==> src/common/pmicm_pkg.sv <==
// Purpose: constants and types shared by the interrupt source map
// Assumes: 32-bit classic Wishbone slave, one aligned word per register
// Notes: bit positions follow the source map of lines A, B and C
package pmicm_pkg;
  // register byte offsets
  localparam logic [7:0] PMICM_OFS_STS_A = 8'h00;
  localparam logic [7:0] PMICM_OFS_STS_B = 8'h04;
  localparam logic [7:0] PMICM_OFS_STS_C = 8'h08;
  localparam logic [7:0] PMICM_OFS_MSK_A = 8'h0C;
  localparam logic [7:0] PMICM_OFS_MSK_B = 8'h10;
  localparam logic [7:0] PMICM_OFS_MSK_C = 8'h14;
  localparam logic [7:0] PMICM_OFS_CTRL = 8'h18;
  localparam logic [7:0] PMICM_OFS_STATE = 8'h1C;
  // reset values
  localparam logic [23:0] PMICM_MASK_RST = 24'hFFFFFF;
  localparam logic [23:0] PMICM_STS_RST = 24'h000000;
  // reserved source positions: line B bit 4 and line C bit 7
  localparam logic [23:0] PMICM_RSVD = 24'h801000;
  // source positions
  localparam int PMICM_SRC_PWRBTN = 0;
  localparam int PMICM_SRC_REMOTE = 1;
  localparam int PMICM_SRC_BATLOW = 2;
  localparam int PMICM_SRC_ALARM = 3;
  localparam int PMICM_SRC_TICK = 4;
  localparam int PMICM_SRC_HOT = 5;
  localparam int PMICM_SRC_REGSHORT = 6;
  localparam int PMICM_SRC_CARDSHORT = 7;
  localparam int PMICM_SRC_SUBSHORT = 8;
  localparam int PMICM_SRC_BATDET = 9;
  localparam int PMICM_SRC_SIMDET = 10;
  localparam int PMICM_SRC_MMCDET = 11;
  localparam int PMICM_SRC_CONV1 = 13;
  localparam int PMICM_SRC_CONV2 = 14;
  localparam int PMICM_SRC_GAUGE = 15;
  localparam int PMICM_SRC_IDWAKE = 16;
  localparam int PMICM_SRC_VBWAKE = 17;
  localparam int PMICM_SRC_IDEV = 18;
  localparam int PMICM_SRC_VBEV = 19;
  localparam int PMICM_SRC_CHGCTL = 20;
  localparam int PMICM_SRC_EXTCHG = 21;
  localparam int PMICM_SRC_INTCHG = 22;
  // width of the regulator short flag group
  localparam int PMICM_NUM_REG = 15;
  // power state encoding, gray along wait-on, sleep, active
  typedef enum logic [1:0] {
    PMICM_WAITON = 2'h0,
    PMICM_SLEEP = 2'h1,
    PMICM_ACTIVE = 2'h3,
    PMICM_OFF = 2'h2
  } pmicm_pstate_t;
endpackage : pmicm_pkg

==> src/common/pmicm_if.sv <==
// Purpose: carries raw event pulses from the edge detector to the map
// Assumes: single clock domain
// Notes: one bit per source position
`timescale 1ns/1ps
`default_nettype none
interface pmicm_if;
  logic [23:0] evt; // one-cycle event pulses per source
  modport det (output evt);
  modport map (input evt);
endinterface : pmicm_if
`default_nettype wire

==> src/verilog/pmicm_edge.sv <==
// Purpose: turns level inputs of the sources into one-cycle event pulses
// Assumes: inputs synchronous to MCLK
// Notes: both edges or one edge per source as the source demands
`timescale 1ns/1ps
`default_nettype none
module pmicm_edge
  import pmicm_pkg::*;
(
  input wire logic clk,
  input wire logic rst,
  input wire logic [23:0] lvl,
  input wire logic [23:0] both_edge,
  input wire logic [23:0] fall_only,
  pmicm_if.det ev
);
  logic [23:0] prev; // last sampled level
  // remember levels; reset to zero
  always_ff @(posedge clk or posedge rst)
  begin
    if (rst)
    begin
      prev <= 24'h000000;
    end
    else
    begin
      prev <= lvl;
    end
  end
  // per-source edge selection
  genvar g;
  generate
    for (g = 0; g < 24; g++)
    begin : g_edge
      assign ev.evt[g] = both_edge[g] ? (lvl[g] ^ prev[g]) :
                         fall_only[g] ? (prev[g] & ~lvl[g]) :
                         (lvl[g] & ~prev[g]);
    end
  endgenerate
endmodule : pmicm_edge
`default_nettype wire

==> src/verilog/pmicm_top.sv <==
// Purpose: interrupt source map with status, shadow and mask lines
// Assumes: classic Wishbone slave, 32-bit data, MCLK 200 MHz
// Notes: status lines read from registers; any status write to byte lane 0 clears all
// Notes: masked events are dropped at capture, never latched for later
// Notes on behaviour
// RULE1 button press and release set A0
// RULE2 button event only in sleep/active
// RULE3 remote power change sets A1, not wait-on; the code also drops it in the off state
// RULE4 battery falling below minimum sets A2
// RULE5 alarm sets A3, periodic tick sets A4
// RULE6 either die monitor hot sets A5
// RULE7 any of fifteen regulator shorts sets A6
// RULE8 card short A7, subscriber short B0
// RULE9 converter cycle ends set B5, B6
// RULE10 gauge calibration done sets B7
// RULE11 wake events C0, C1 in wait-on/sleep
// RULE12 role/bus events C2, C3 in sleep/active
// RULE13 any charger-control sub-event sets C4
// RULE14 external fault C5, internal faults C6
// RULE15 battery, sim, card detection set B1-B3
// RULE16 B4 and C7 reserved, read zero
// RULE17 alert low while unmasked source pending; the code frees it for one cycle after each clearing write
// RULE18 each source individually maskable
// RULE19 any status write to byte lane 0 clears all lines
// RULE20 held events copied in after clear
`timescale 1ns/1ps
`default_nettype none
module pmicm_top
  import pmicm_pkg::*;
(
  input wire logic MCLK,
  input wire logic RST,
  // classic wishbone slave
  input wire logic CYC_I,
  input wire logic STB_I,
  input wire logic WE_I,
  input wire logic [7:0] ADR_I,
  input wire logic [3:0] SEL_I,
  input wire logic [31:0] DAT_I,
  output logic [31:0] DAT_O,
  output logic ACK_O,
  output logic ERR_O,
  // power state of the chip
  input wire logic [1:0] POWER_STATE,
  // source levels
  input wire logic POWER_BUTTON,
  input wire logic REMOTE_POWER,
  input wire logic BATTERY_MIN_THRESHOLD,
  input wire logic CLOCK_ALARM,
  input wire logic CLOCK_TICK,
  input wire logic [1:0] DIE_HOT,
  input wire logic [14:0] REGULATOR_SHORT,
  input wire logic CARD_SUPPLY_SHORT,
  input wire logic SUBSCRIBER_CARD_SUPPLY_SHORT,
  input wire logic BATTERY_PRESENT,
  input wire logic SIM_PRESENT,
  input wire logic MMC_PRESENT,
  input wire logic CONVERTER_FIRST_CYCLE_DONE,
  input wire logic CONVERTER_SECOND_CYCLE_DONE,
  input wire logic GAUGE_CALIBRATION_DONE,
  input wire logic OTG_ROLE_PIN,
  input wire logic BUS_POWER,
  input wire logic MAINS_PLUG_CHANGE,
  input wire logic BUS_POWER_PLUG_CHANGE,
  input wire logic CHARGE_WATCHDOG_FAULT,
  input wire logic BATTERY_REMOVED_FLAG,
  input wire logic BATTERY_TEMP_OUT_OF_RANGE,
  input wire logic EXTERNAL_CHARGER_STATUS_INPUT,
  input wire logic BUS_CHARGER_FAULT_FLAG,
  input wire logic BUS_CHARGER_THERMAL_REG_FLAG,
  input wire logic BUS_CHARGER_STATUS_FLAG,
  input wire logic CURRENT_TERM_FLAG,
  // alert to the host, active low
  output logic ALERT_N
);
  logic [23:0] lvl; // level seen per source
  logic [23:0] both_edge; // sources detected on either edge
  logic [23:0] fall_only; // sources detected on a falling edge
  logic [23:0] raw_evt; // qualified event pulses
  logic [23:0] status; // status lines A, B, C
  logic [23:0] shadow; // events held while status uncleared
  logic [23:0] mask; // one masks the source
  logic [23:0] next_status; // status after this cycle
  logic [23:0] next_shadow; // shadow after this cycle
  logic [23:0] next_mask; // mask after this cycle, seen by the alert
  logic [31:0] next_dat; // read data for this access
  logic sleep_or_active; // sleep or active state
  logic waiton_or_sleep; // wait-on or sleep state
  logic req; // bus request present
  logic acc; // access taken this cycle
  logic hit; // mapped address
  logic clr_wr; // write to any status line
  logic pending; // status holds any unmasked source
  logic hold; // status not yet cleared
  pmicm_if evif();

  // state qualifiers
  // the off state belongs to neither group
  assign sleep_or_active = (POWER_STATE == PMICM_SLEEP) || (POWER_STATE == PMICM_ACTIVE);
  assign waiton_or_sleep = (POWER_STATE == PMICM_WAITON) || (POWER_STATE == PMICM_SLEEP);

  // gather levels into source positions
  // plug, button and role-pin sources report both edges, so insertion and
  // removal each raise their own event; most others report a rising level
  always_comb
  begin
    lvl = 24'h000000;
    both_edge = 24'h000000;
    fall_only = 24'h000000;
    lvl[PMICM_SRC_PWRBTN] = POWER_BUTTON;
    both_edge[PMICM_SRC_PWRBTN] = 1'b1; // RULE1
    lvl[PMICM_SRC_REMOTE] = REMOTE_POWER;
    both_edge[PMICM_SRC_REMOTE] = 1'b1; // RULE3
    lvl[PMICM_SRC_BATLOW] = BATTERY_MIN_THRESHOLD;
    fall_only[PMICM_SRC_BATLOW] = 1'b1; // RULE4
    lvl[PMICM_SRC_ALARM] = CLOCK_ALARM; // RULE5
    lvl[PMICM_SRC_TICK] = CLOCK_TICK; // RULE5
    lvl[PMICM_SRC_HOT] = |DIE_HOT; // RULE6
    lvl[PMICM_SRC_REGSHORT] = |REGULATOR_SHORT; // RULE7
    lvl[PMICM_SRC_CARDSHORT] = CARD_SUPPLY_SHORT; // RULE8
    lvl[PMICM_SRC_SUBSHORT] = SUBSCRIBER_CARD_SUPPLY_SHORT; // RULE8
    lvl[PMICM_SRC_BATDET] = BATTERY_PRESENT; // RULE15
    lvl[PMICM_SRC_SIMDET] = SIM_PRESENT; // RULE15
    lvl[PMICM_SRC_MMCDET] = MMC_PRESENT; // RULE15
    both_edge[PMICM_SRC_BATDET] = 1'b1;
    both_edge[PMICM_SRC_SIMDET] = 1'b1;
    both_edge[PMICM_SRC_MMCDET] = 1'b1;
    lvl[PMICM_SRC_CONV1] = CONVERTER_FIRST_CYCLE_DONE; // RULE9
    lvl[PMICM_SRC_CONV2] = CONVERTER_SECOND_CYCLE_DONE; // RULE9
    lvl[PMICM_SRC_GAUGE] = GAUGE_CALIBRATION_DONE; // RULE10
    lvl[PMICM_SRC_IDWAKE] = OTG_ROLE_PIN;
    lvl[PMICM_SRC_VBWAKE] = BUS_POWER;
    lvl[PMICM_SRC_IDEV] = OTG_ROLE_PIN;
    lvl[PMICM_SRC_VBEV] = BUS_POWER;
    both_edge[PMICM_SRC_IDWAKE] = 1'b1;
    both_edge[PMICM_SRC_VBWAKE] = 1'b1;
    both_edge[PMICM_SRC_IDEV] = 1'b1;
    both_edge[PMICM_SRC_VBEV] = 1'b1;
    // any charger-control flag rising
    lvl[PMICM_SRC_CHGCTL] = MAINS_PLUG_CHANGE | BUS_POWER_PLUG_CHANGE | CHARGE_WATCHDOG_FAULT |
                            BATTERY_REMOVED_FLAG | BATTERY_TEMP_OUT_OF_RANGE; // RULE13
    // external status input is active low: fault on its fall
    lvl[PMICM_SRC_EXTCHG] = EXTERNAL_CHARGER_STATUS_INPUT; // RULE14
    fall_only[PMICM_SRC_EXTCHG] = 1'b1;
    lvl[PMICM_SRC_INTCHG] = BUS_CHARGER_FAULT_FLAG | BUS_CHARGER_THERMAL_REG_FLAG |
                            BUS_CHARGER_STATUS_FLAG | CURRENT_TERM_FLAG; // RULE14
  end

  // edge detector for every source
  // its level memory resets low: a source already high at release gives one
  // edge, which the all-ones reset masks swallow
  pmicm_edge u_edge (
    .clk(MCLK),
    .rst(RST),
    .lvl(lvl),
    .both_edge(both_edge),
    .fall_only(fall_only),
    .ev(evif.det)
  );

  // state gating of edge events
  // in the off state none of the six gated sources gets through
  // reserved positions are cut here and again before the status lines
  always_comb
  begin
    raw_evt = evif.evt & ~PMICM_RSVD; // RULE16
    if (!sleep_or_active)
    begin
      raw_evt[PMICM_SRC_PWRBTN] = 1'b0; // RULE2
      raw_evt[PMICM_SRC_REMOTE] = 1'b0; // RULE3
      raw_evt[PMICM_SRC_IDEV] = 1'b0; // RULE12
      raw_evt[PMICM_SRC_VBEV] = 1'b0; // RULE12
    end
    if (!waiton_or_sleep)
    begin
      raw_evt[PMICM_SRC_IDWAKE] = 1'b0; // RULE11
      raw_evt[PMICM_SRC_VBWAKE] = 1'b0; // RULE11
    end
  end

  // bus decode
  // every access is answered one cycle after it is taken; acc stays low
  // while ack or err stands, so one request is never taken twice
  assign req = CYC_I & STB_I;
  assign acc = req & ~ACK_O & ~ERR_O;
  always_comb
  begin
    hit = 1'b1;
    next_dat = 32'h00000000;
    if (ADR_I == PMICM_OFS_STS_A)
    begin
      next_dat[7:0] = status[7:0];
    end
    else if (ADR_I == PMICM_OFS_STS_B)
    begin
      next_dat[7:0] = status[15:8];
    end
    else if (ADR_I == PMICM_OFS_STS_C)
    begin
      next_dat[7:0] = status[23:16];
    end
    else if (ADR_I == PMICM_OFS_MSK_A)
    begin
      next_dat[7:0] = mask[7:0];
    end
    else if (ADR_I == PMICM_OFS_MSK_B)
    begin
      next_dat[7:0] = mask[15:8];
    end
    else if (ADR_I == PMICM_OFS_MSK_C)
    begin
      next_dat[7:0] = mask[23:16];
    end
    else if (ADR_I == PMICM_OFS_CTRL)
    begin
      next_dat[0] = pending; // alert state, high when alert asserted
      next_dat[1] = |shadow; // events waiting in shadow
    end
    else if (ADR_I == PMICM_OFS_STATE)
    begin
      next_dat[1:0] = POWER_STATE;
    end
    else
    begin
      hit = 1'b0; // unmapped: error answer
    end
  end
  // a byte write to lane 0 of any status line clears
  // the data written are ignored: any value acknowledges the interrupt
  assign clr_wr = acc & WE_I & SEL_I[0] & ((ADR_I == PMICM_OFS_STS_A) ||
                  (ADR_I == PMICM_OFS_STS_B) || (ADR_I == PMICM_OFS_STS_C)); // RULE19

  // ack, err and read data, one cycle after the request
  // read data stand only with ack and are zero otherwise
  always_ff @(posedge MCLK or posedge RST)
  begin
    if (RST)
    begin
      ACK_O <= 1'b0;
      ERR_O <= 1'b0;
      DAT_O <= 32'h00000000;
    end
    else
    begin
      ACK_O <= acc & hit;
      ERR_O <= acc & ~hit;
      DAT_O <= (acc & hit & ~WE_I) ? next_dat : 32'h00000000;
    end
  end

  // mask lines, one bit per source; the next value also feeds the alert
  always_comb
  begin
    next_mask = mask;
    if (acc & WE_I & SEL_I[0])
    begin
      if (ADR_I == PMICM_OFS_MSK_A)
      begin
        next_mask[7:0] = DAT_I[7:0]; // RULE18
      end
      else if (ADR_I == PMICM_OFS_MSK_B)
      begin
        next_mask[15:8] = DAT_I[7:0]; // RULE18
      end
      else if (ADR_I == PMICM_OFS_MSK_C)
      begin
        next_mask[23:16] = DAT_I[7:0]; // RULE18
      end
    end
  end

  // mask register, all sources masked out of reset
  always_ff @(posedge MCLK or posedge RST)
  begin
    if (RST)
    begin
      mask <= PMICM_MASK_RST;
    end
    else
    begin
      mask <= next_mask;
    end
  end

  // status and shadow: new events go to shadow while status is uncleared
  assign hold = |status;
  always_comb
  begin
    next_status = status;
    next_shadow = shadow;
    if (clr_wr)
    begin
      // clear all lines, shadow moves in, fresh events join it
      // an event in the clearing cycle is kept: the set wins over the clear
      next_status = shadow | (raw_evt & ~mask); // RULE19 RULE20
      next_shadow = 24'h000000;
    end
    else if (hold)
    begin
      // status still uncleared: park new events behind it
      next_shadow = shadow | (raw_evt & ~mask); // RULE20
    end
    else
    begin
      // status empty: events land directly
      next_status = shadow | (raw_evt & ~mask); // RULE18
      next_shadow = 24'h000000;
    end
    next_status = next_status & ~PMICM_RSVD; // RULE16
  end
  // status and shadow registers
  always_ff @(posedge MCLK or posedge RST)
  begin
    if (RST)
    begin
      status <= PMICM_STS_RST;
      shadow <= PMICM_STS_RST;
    end
    else
    begin
      status <= next_status;
      shadow <= next_shadow;
    end
  end

  // pending is the read-back of the alert in the control register
  assign pending = |(status & ~mask); // RULE17
  // alert: low while any unmasked source is pending, except in the cycle
  // after a clearing write; it follows a mask write in the same cycle,
  // so masking a pending source frees the line
  always_ff @(posedge MCLK or posedge RST)
  begin
    if (RST)
    begin
      ALERT_N <= 1'b1;
    end
    else if (clr_wr)
    begin
      // a clearing write always frees the line for one cycle, so held
      // events moved in from the shadow give the host a fresh falling edge
      ALERT_N <= 1'b1; // RULE19 RULE20
    end
    else
    begin
      ALERT_N <= ~(|(next_status & ~next_mask)); // RULE17
    end
  end
endmodule : pmicm_top
`default_nettype wire

==> config.mk <==
export PLATFORM = sky130hd
export DESIGN_NAME = pmicm_top
export DESIGN_NICKNAME = d
export VERILOG_FILES = /design/src/common/pmicm_pkg.sv /design/src/common/pmicm_if.sv /design/src/verilog/pmicm_edge.sv /design/src/verilog/pmicm_top.sv
export SDC_FILE = /design/constraint.sdc
export NUM_CORES = 1
export LEC_CHECK = 0
export BUFFER_PORTS_ARGS = -buffer_cell sky130_fd_sc_hd__buf_4
export CORE_MARGIN = 4
export CORE_UTILIZATION = 59
export CTS_BUF_LIST = sky130_fd_sc_hd__clkbuf_4
export DETAILED_ROUTE_END_ITERATION = 12
export PLACE_DENSITY = 0.93
export RECOVER_POWER = 100
export SLEW_MARGIN = 20
export SYNTH_ARGS = -nofsm -noshare
export SYNTH_HDL_FRONTEND = slang
export SYNTH_SLANG_ARGS = --single-unit
==> constraint.sdc <==
create_clock -name MCLK -period 6.8 [get_ports MCLK]
set_input_delay 1.02 -clock MCLK [delete_from_list [all_inputs] [get_ports MCLK]]
set_output_delay 1.02 -clock MCLK [all_outputs]
set_load 0.03 [all_outputs]
**After elaboration in Yosys (flattened, before gate mapping)**

Cells that the tools add are included.

- Bitwise logic cells: 62
- Divide/modulo/power cells: 0
- Reductions and logical operators: 12
- $mul: 0
- Add/subtract/negate cells: 0
- Shift-type cells: 0
- Muxes and demuxes: 32
- $lt $le $gt $ge: 0
- Equality and inequality tests: 9

Operator list:

| cell | count |
|---|---|
| 8-bit 2-to-1 mux | 10 |
| 23-bit by 24-bit bitwise AND with 24-bit output | 3 |
| 24-bit 2-to-1 mux | 3 |
| 24-bit OR reduction | 3 |
| 24-bit NOT | 2 |
| 23-bit 2-to-1 mux | 2 |
| 8-bit by 5-bit == test with 1-bit output (second input constant) | 4 |
| 24-bit OR | 1 |
| 1-bit bitwise AND | 22 |
| 22-bit OR reduction | 1 |
| 1-bit NOT | 18 |
| 8-bit by 4-bit == test with 1-bit output (second input constant) | 2 |
| 16-bit 2-to-1 mux | 1 |
| 15-bit OR reduction | 1 |
| 2-bit 2-to-1 mux | 6 |
| 1-bit 2-to-1 mux | 9 |
| 1-bit XOR | 9 |
| 8-bit by 3-bit == test with 1-bit output (second input constant) | 1 |
| 8-bit zero test | 1 |
| 1-bit OR | 7 |
| 6-bit 2-to-1 mux | 1 |
| 1-bit logical OR | 4 |
| 2-bit by 1-bit == test with 1-bit output (second input constant) | 1 |
| 2-bit == test (second input constant) | 1 |
| other kinds (2) | 2 |

- Memories: 0
- Bits in latches: 0
- Bits in registers: 103
- Bits in writable memories: 0
- Memory bits (read-only): 0

**Depth between registers and ports, before layout**

- Word-level depth: 13
- Mapped depth: 10
- Depth with buffers taken out: 8

**By module**

A second synthesis with hierarchy kept.

- Cell total of the unflattened synthesis: 640
- Area total of the unflattened synthesis: 6,080.8 sq um

By module, submodules not included:

| module | times used | area an instance (sq um) | seq. area each (sq um) | cells each |
|---|---|---|---|---|
| pmicm_top | 1 | 4,215.3 | 2,008.2 | 471 |
| pmicm_edge | 1 | 1,865.5 | 600.6 | 169 |

**Least setup slack after synthesis**

OpenSTA, ideal clock, no wires.

- Path kind: input port to flip-flop
- Start: input port ADR_I[3]
- End: register ALERT_N
- Arrival time: 3,332 ps
- Cell stages on the path: 9
- Setup slack: 3,396 ps
- Buffers on the path: 1
- Path through: buf_2 -> or4b_1 -> nor3_2 -> nand2_4 -> mux2_2 -> nand3b_1 -> o2111ai_1 -> or4_1 -> o21ai_1

- Longest elaborated chain between the ends: 10

RTL lines:

| what | RTL line | RTL |
|---|---|---|
| start, declared | pmicm_top.sv:37 | `input wire logic [7:0] ADR_I,` |
| 8-bit by 5-bit == test with 1-bit output | pmicm_top.sv:265 | `else if (ADR_I == PMICM_OFS_MSK_C)` |
| 8-bit 2-to-1 mux | pmicm_top.sv:265 |  |
| 8-bit 2-to-1 mux | pmicm_top.sv:261 | `else if (ADR_I == PMICM_OFS_MSK_B)` |
| 16-bit 2-to-1 mux (*) | pmicm_top.sv:257 | `if (ADR_I == PMICM_OFS_MSK_A)` |
| 24-bit 2-to-1 mux (*) | pmicm_top.sv:255 | `if (acc & WE_I & SEL_I[0])` |
| named net next_mask[19] | pmicm_top.sv:85 | `logic [23:0] next_mask;` |
| 24-bit NOT (*) | pmicm_top.sv:345 | `ALERT_N <= ~(\|(next_status & ~next_mask));` |
| 23-bit by 24-bit bitwise AND with 24-bit output (*) | pmicm_top.sv:345 |  |
| 24-bit OR reduction (*) | pmicm_top.sv:345 |  |
| 1-bit NOT (*) | pmicm_top.sv:345 |  |
| 1-bit 2-to-1 mux (*) | pmicm_top.sv:337 | `else if (clr_wr)` |
| end signal, assigned | pmicm_top.sv:345 |  |
| end, declared | pmicm_top.sv:74 | `output logic ALERT_N` |

The timed path passes the listed nets; every way through them passes the cells marked *.

**Final worst setup path**

- Start: input port ADR_I[7]
- End: register ALERT_N

- Longest elaborated chain between the ends: 10

RTL lines:

| what | RTL line |
|---|---|
| 8-bit by 5-bit == test with 1-bit output | pmicm_top.sv:265 |
| 8-bit 2-to-1 mux | pmicm_top.sv:265 |
| 8-bit 2-to-1 mux | pmicm_top.sv:261 |
| 16-bit 2-to-1 mux | pmicm_top.sv:257 |
| 24-bit 2-to-1 mux | pmicm_top.sv:255 |
| 24-bit NOT | pmicm_top.sv:345 |
| 23-bit by 24-bit bitwise AND with 24-bit output | pmicm_top.sv:345 |
| 24-bit OR reduction | pmicm_top.sv:345 |
| 1-bit NOT | pmicm_top.sv:345 |
| 1-bit 2-to-1 mux (*) | pmicm_top.sv:337 |

Every way passes the cells marked *; elsewhere a longest branch is shown, timed or not.

==> flow_summary.ini <==
[die]
die_area_um2 = 9760
std_cell_rows = 32
initial_core_util_pct = 61.6
ios = 128
core_area_um2 = 7890
die_h_um = 98.8
fp.dieW_um = 98.8

[yosys]
synth_ff_type = dfrtp_1
ys_seq_area_share_pct = 51.6
synth_xor_area_share_pct = 1.26
ys_top_cells_by_area = dfrtp_1 (38%), dfstp_2 (14%), mux2_2 (5.3%), nor2_1 (4.8%), buf_4 (3.9%)
synth_area_um2 = 4860
synth_edf_count = 0
yosys_warnings = 0
yosys.area_share.simple_pct = 18.7
synth_top_family_by_area = simple AND/OR/NAND/NOR gates
yosysUniqueCellTypes = 64
synth-compound-area-share_pct = 14.5
synthCells = 479
synth_top_cell_by_area = dfrtp_1
synth_mux_area_share_pct = 5.74
synth_seq_cells = 99
syn_area_per_cell_um2 = 10.1
async_flop_share_pct = 100
synth.top_cell.area_share_pct = 38.1
synthAdderAreaFrac_pct = 0

[sta]
period_share_pct = 71.9
layout_setup_ws_ns = 1.91
worst_pin_slew_ns = 3.11
setup_violations = 0
grt_setup_unrepaired = false
skew_ns = 0.0163
drv_slew = 102
finalHoldViolCount = 0
max_clock_freq_mhz = 205
tns_ns = 0
max-slew-margin-rel_pct = -107
min_period_ns = 4.89
whs_ns = 0.510

[placement]
dp_hpwl_um = 10800
post-place-ws_ns = 2.78
portBuffers = 76
dpl.cell_count = 644
placed_cell_area_um2 = 5400
globalplace.congestion = 0.974

[clocking]
cts_resized = 0
cts_setup_buffers = 0
clock-sinks = 99
cts_tree = yes
postCtsHoldBufs = 0
cts_max_path_buffers = 2
clockRootBuffer = clkbuf_4
h-tree-depth = 3
insertion_delay_ns = 0.48
cts_made_buffers = 9
path_clk_slew_ns = 0.18

[global_routing]
grt_first_pass_wirelength_um = 22600
grt_overflow = 0
grt_max_degree = 62
antenna_found_initial = 0
grt_util_all_layers_pct = 30.3
grt_pass1_vias = 4104

[route]
drt_wl_total_um = 14400
vias = 4158
route.detailed.drc = 0
drt_iter0_drc = 323
drt.antenna.violating_nets = 0
wl_per_cell_um = 21.8
firstDrtPassIters = 7
vias_per_cell = 6.30

[job]
cap_violations = 2

[finish]
final_util_pct = 68.5
stdcell_area_um2 = 5410
n_antenna_cell = 0
syn_to_final_growth_pct = 11.2
nNetsFinal = 646
final_cells = 660
layout_common_cells = dfrtp_1 (74), nor2_1 (62), buf_4 (44), o21ai_0 (35), inv_1 (31)
fill_cells = 632
final_common_cell = dfrtp_1
seqCellArea_um2 = 2510
drive_above_1_share_pct = 19.9
multi_input_area_um2 = 2010

[worst_setup_path]
cp_common_cell = o21ai_0
crit_chain = clkbuf_1, or3_1, nor4_1, and2_0, o21ai_0, o21ai_0, o22ai_1, or4_1, o21ai_0
slowest_stage = and2_0
crit_arrival_ns = 5.30
timing_worst_setup_path_type = in -> reg
crit_family = simple AND/OR/NAND/NOR gates
cp.required_ns = 7.21
worst_path_largest_cell_delay_ns = 1.14
cp-start-kind = input port
path_buf_inv = 1
crit_fanout = 25
cp-end-kind = register

[outcome]
violations = capacitance limit, slew limit
outcome = finished with violations

[power]
total_power_mw = 1.27
peakVddDrop_v = 0.000175
leakage_nw = 2.35
power_density_nw_per_um2 = 236

[min_path]
min_path_type = reg -> reg
[worst register-to-register path, delay by kind of cell (launching register included)]
family,cells,cell delay [ns]
DFF,1,0.42
AOI/OAI and AO/OA,4,0.98
and+or+nand+nor,4,2.37
[state kept, by name (all words and copies together), names as in the netlist]
signal,flops
status,22
shadow,22
ACK_O,1
DAT_O,8
ERR_O,1
mask,24
u_edge.prev,20
ALERT_N,1
[per-layer routing]
metal  routed length [um]  track usage (%)  part of all wire, %  vias up
li1                     -                -                    -     1819
met1                 5740             39.5                   40     2027
met2                 6690             46.9                   46      269
met3                 1350             8.49                  9.4       43
met4                  621             14.6                  4.3        0
met5                    0                0                    0        -
[where the power goes]
| part | total (mW) | internal [mW] | switching [mW] |
|---|---|---|---|
| clock | 0.313 | 0.0852 | 0.228 |
| sequential | 0.711 | 0.640 | 0.0706 |
| combinational | 0.250 | 0.105 | 0.145 |
[path summary, 6_finish.rpt]
path | start | cells past startpoint | slack (ns) | end
setup / recovery | ADR_I[7] | 9 | 1.91 | ALERT_N
hold / removal | mask[2] | 2 | 0.51 | mask[2]
setup reg to reg | ERR_O | 8 | 2.97 | ALERT_N
hold reg to reg | mask[2] | 2 | 0.51 | mask[2]
max in group asynchronous | RST | 3 | 2.33 | ACK_O
min in group asynchronous | RST | 2 | 0.92 | u_edge.prev[13]
[synthesized netlist by cell type, types with 3 or more instances]
library cell	number
nor4b_1	3
or4_1	3
o221ai_1	3
nor2_1	62
mux2_2	23
o22ai_1	8
o2111ai_1	6
nand4_1	4
a222oi_1	3
buf_4	25
inv_1	32
nor2b_1	4
nand3b_1	6
o21ai_0	33
nor4_1	15
nand2b_1	9
a21oi_1	28
buf_2	3
or3_2	5
dfstp_2	25
clkbuf_1	6
dfrtp_1	74
xnor2_1	3
nand3_1	4
a221oi_1	4
a31oi_1	9
nand2_1	13
nor3_1	12
and2_1	7
xor2_1	4
[cell families (layout without fill, tap and decap cells)]
family          after synthesis  after routing
simple gates                163            163
buf+inv                      72            128
compound gates              112            112
mux                          25             25
other cells                   1             24
flops                        99             99
xor+xnor                      7              7
[final cells by class]
class / instances / share of cell area, %
sequential: 99 / 46.4
multi-input combinational: 331 / 37.2
timing repair buffer: 80 / 9.24
tap: 102 / 2.36
inverter: 32 / 2.25
clock inverter: 7 / 1.34
clock buffer: 9 / 1.25
No activity file was read; power rests on OpenSTA's default activity.
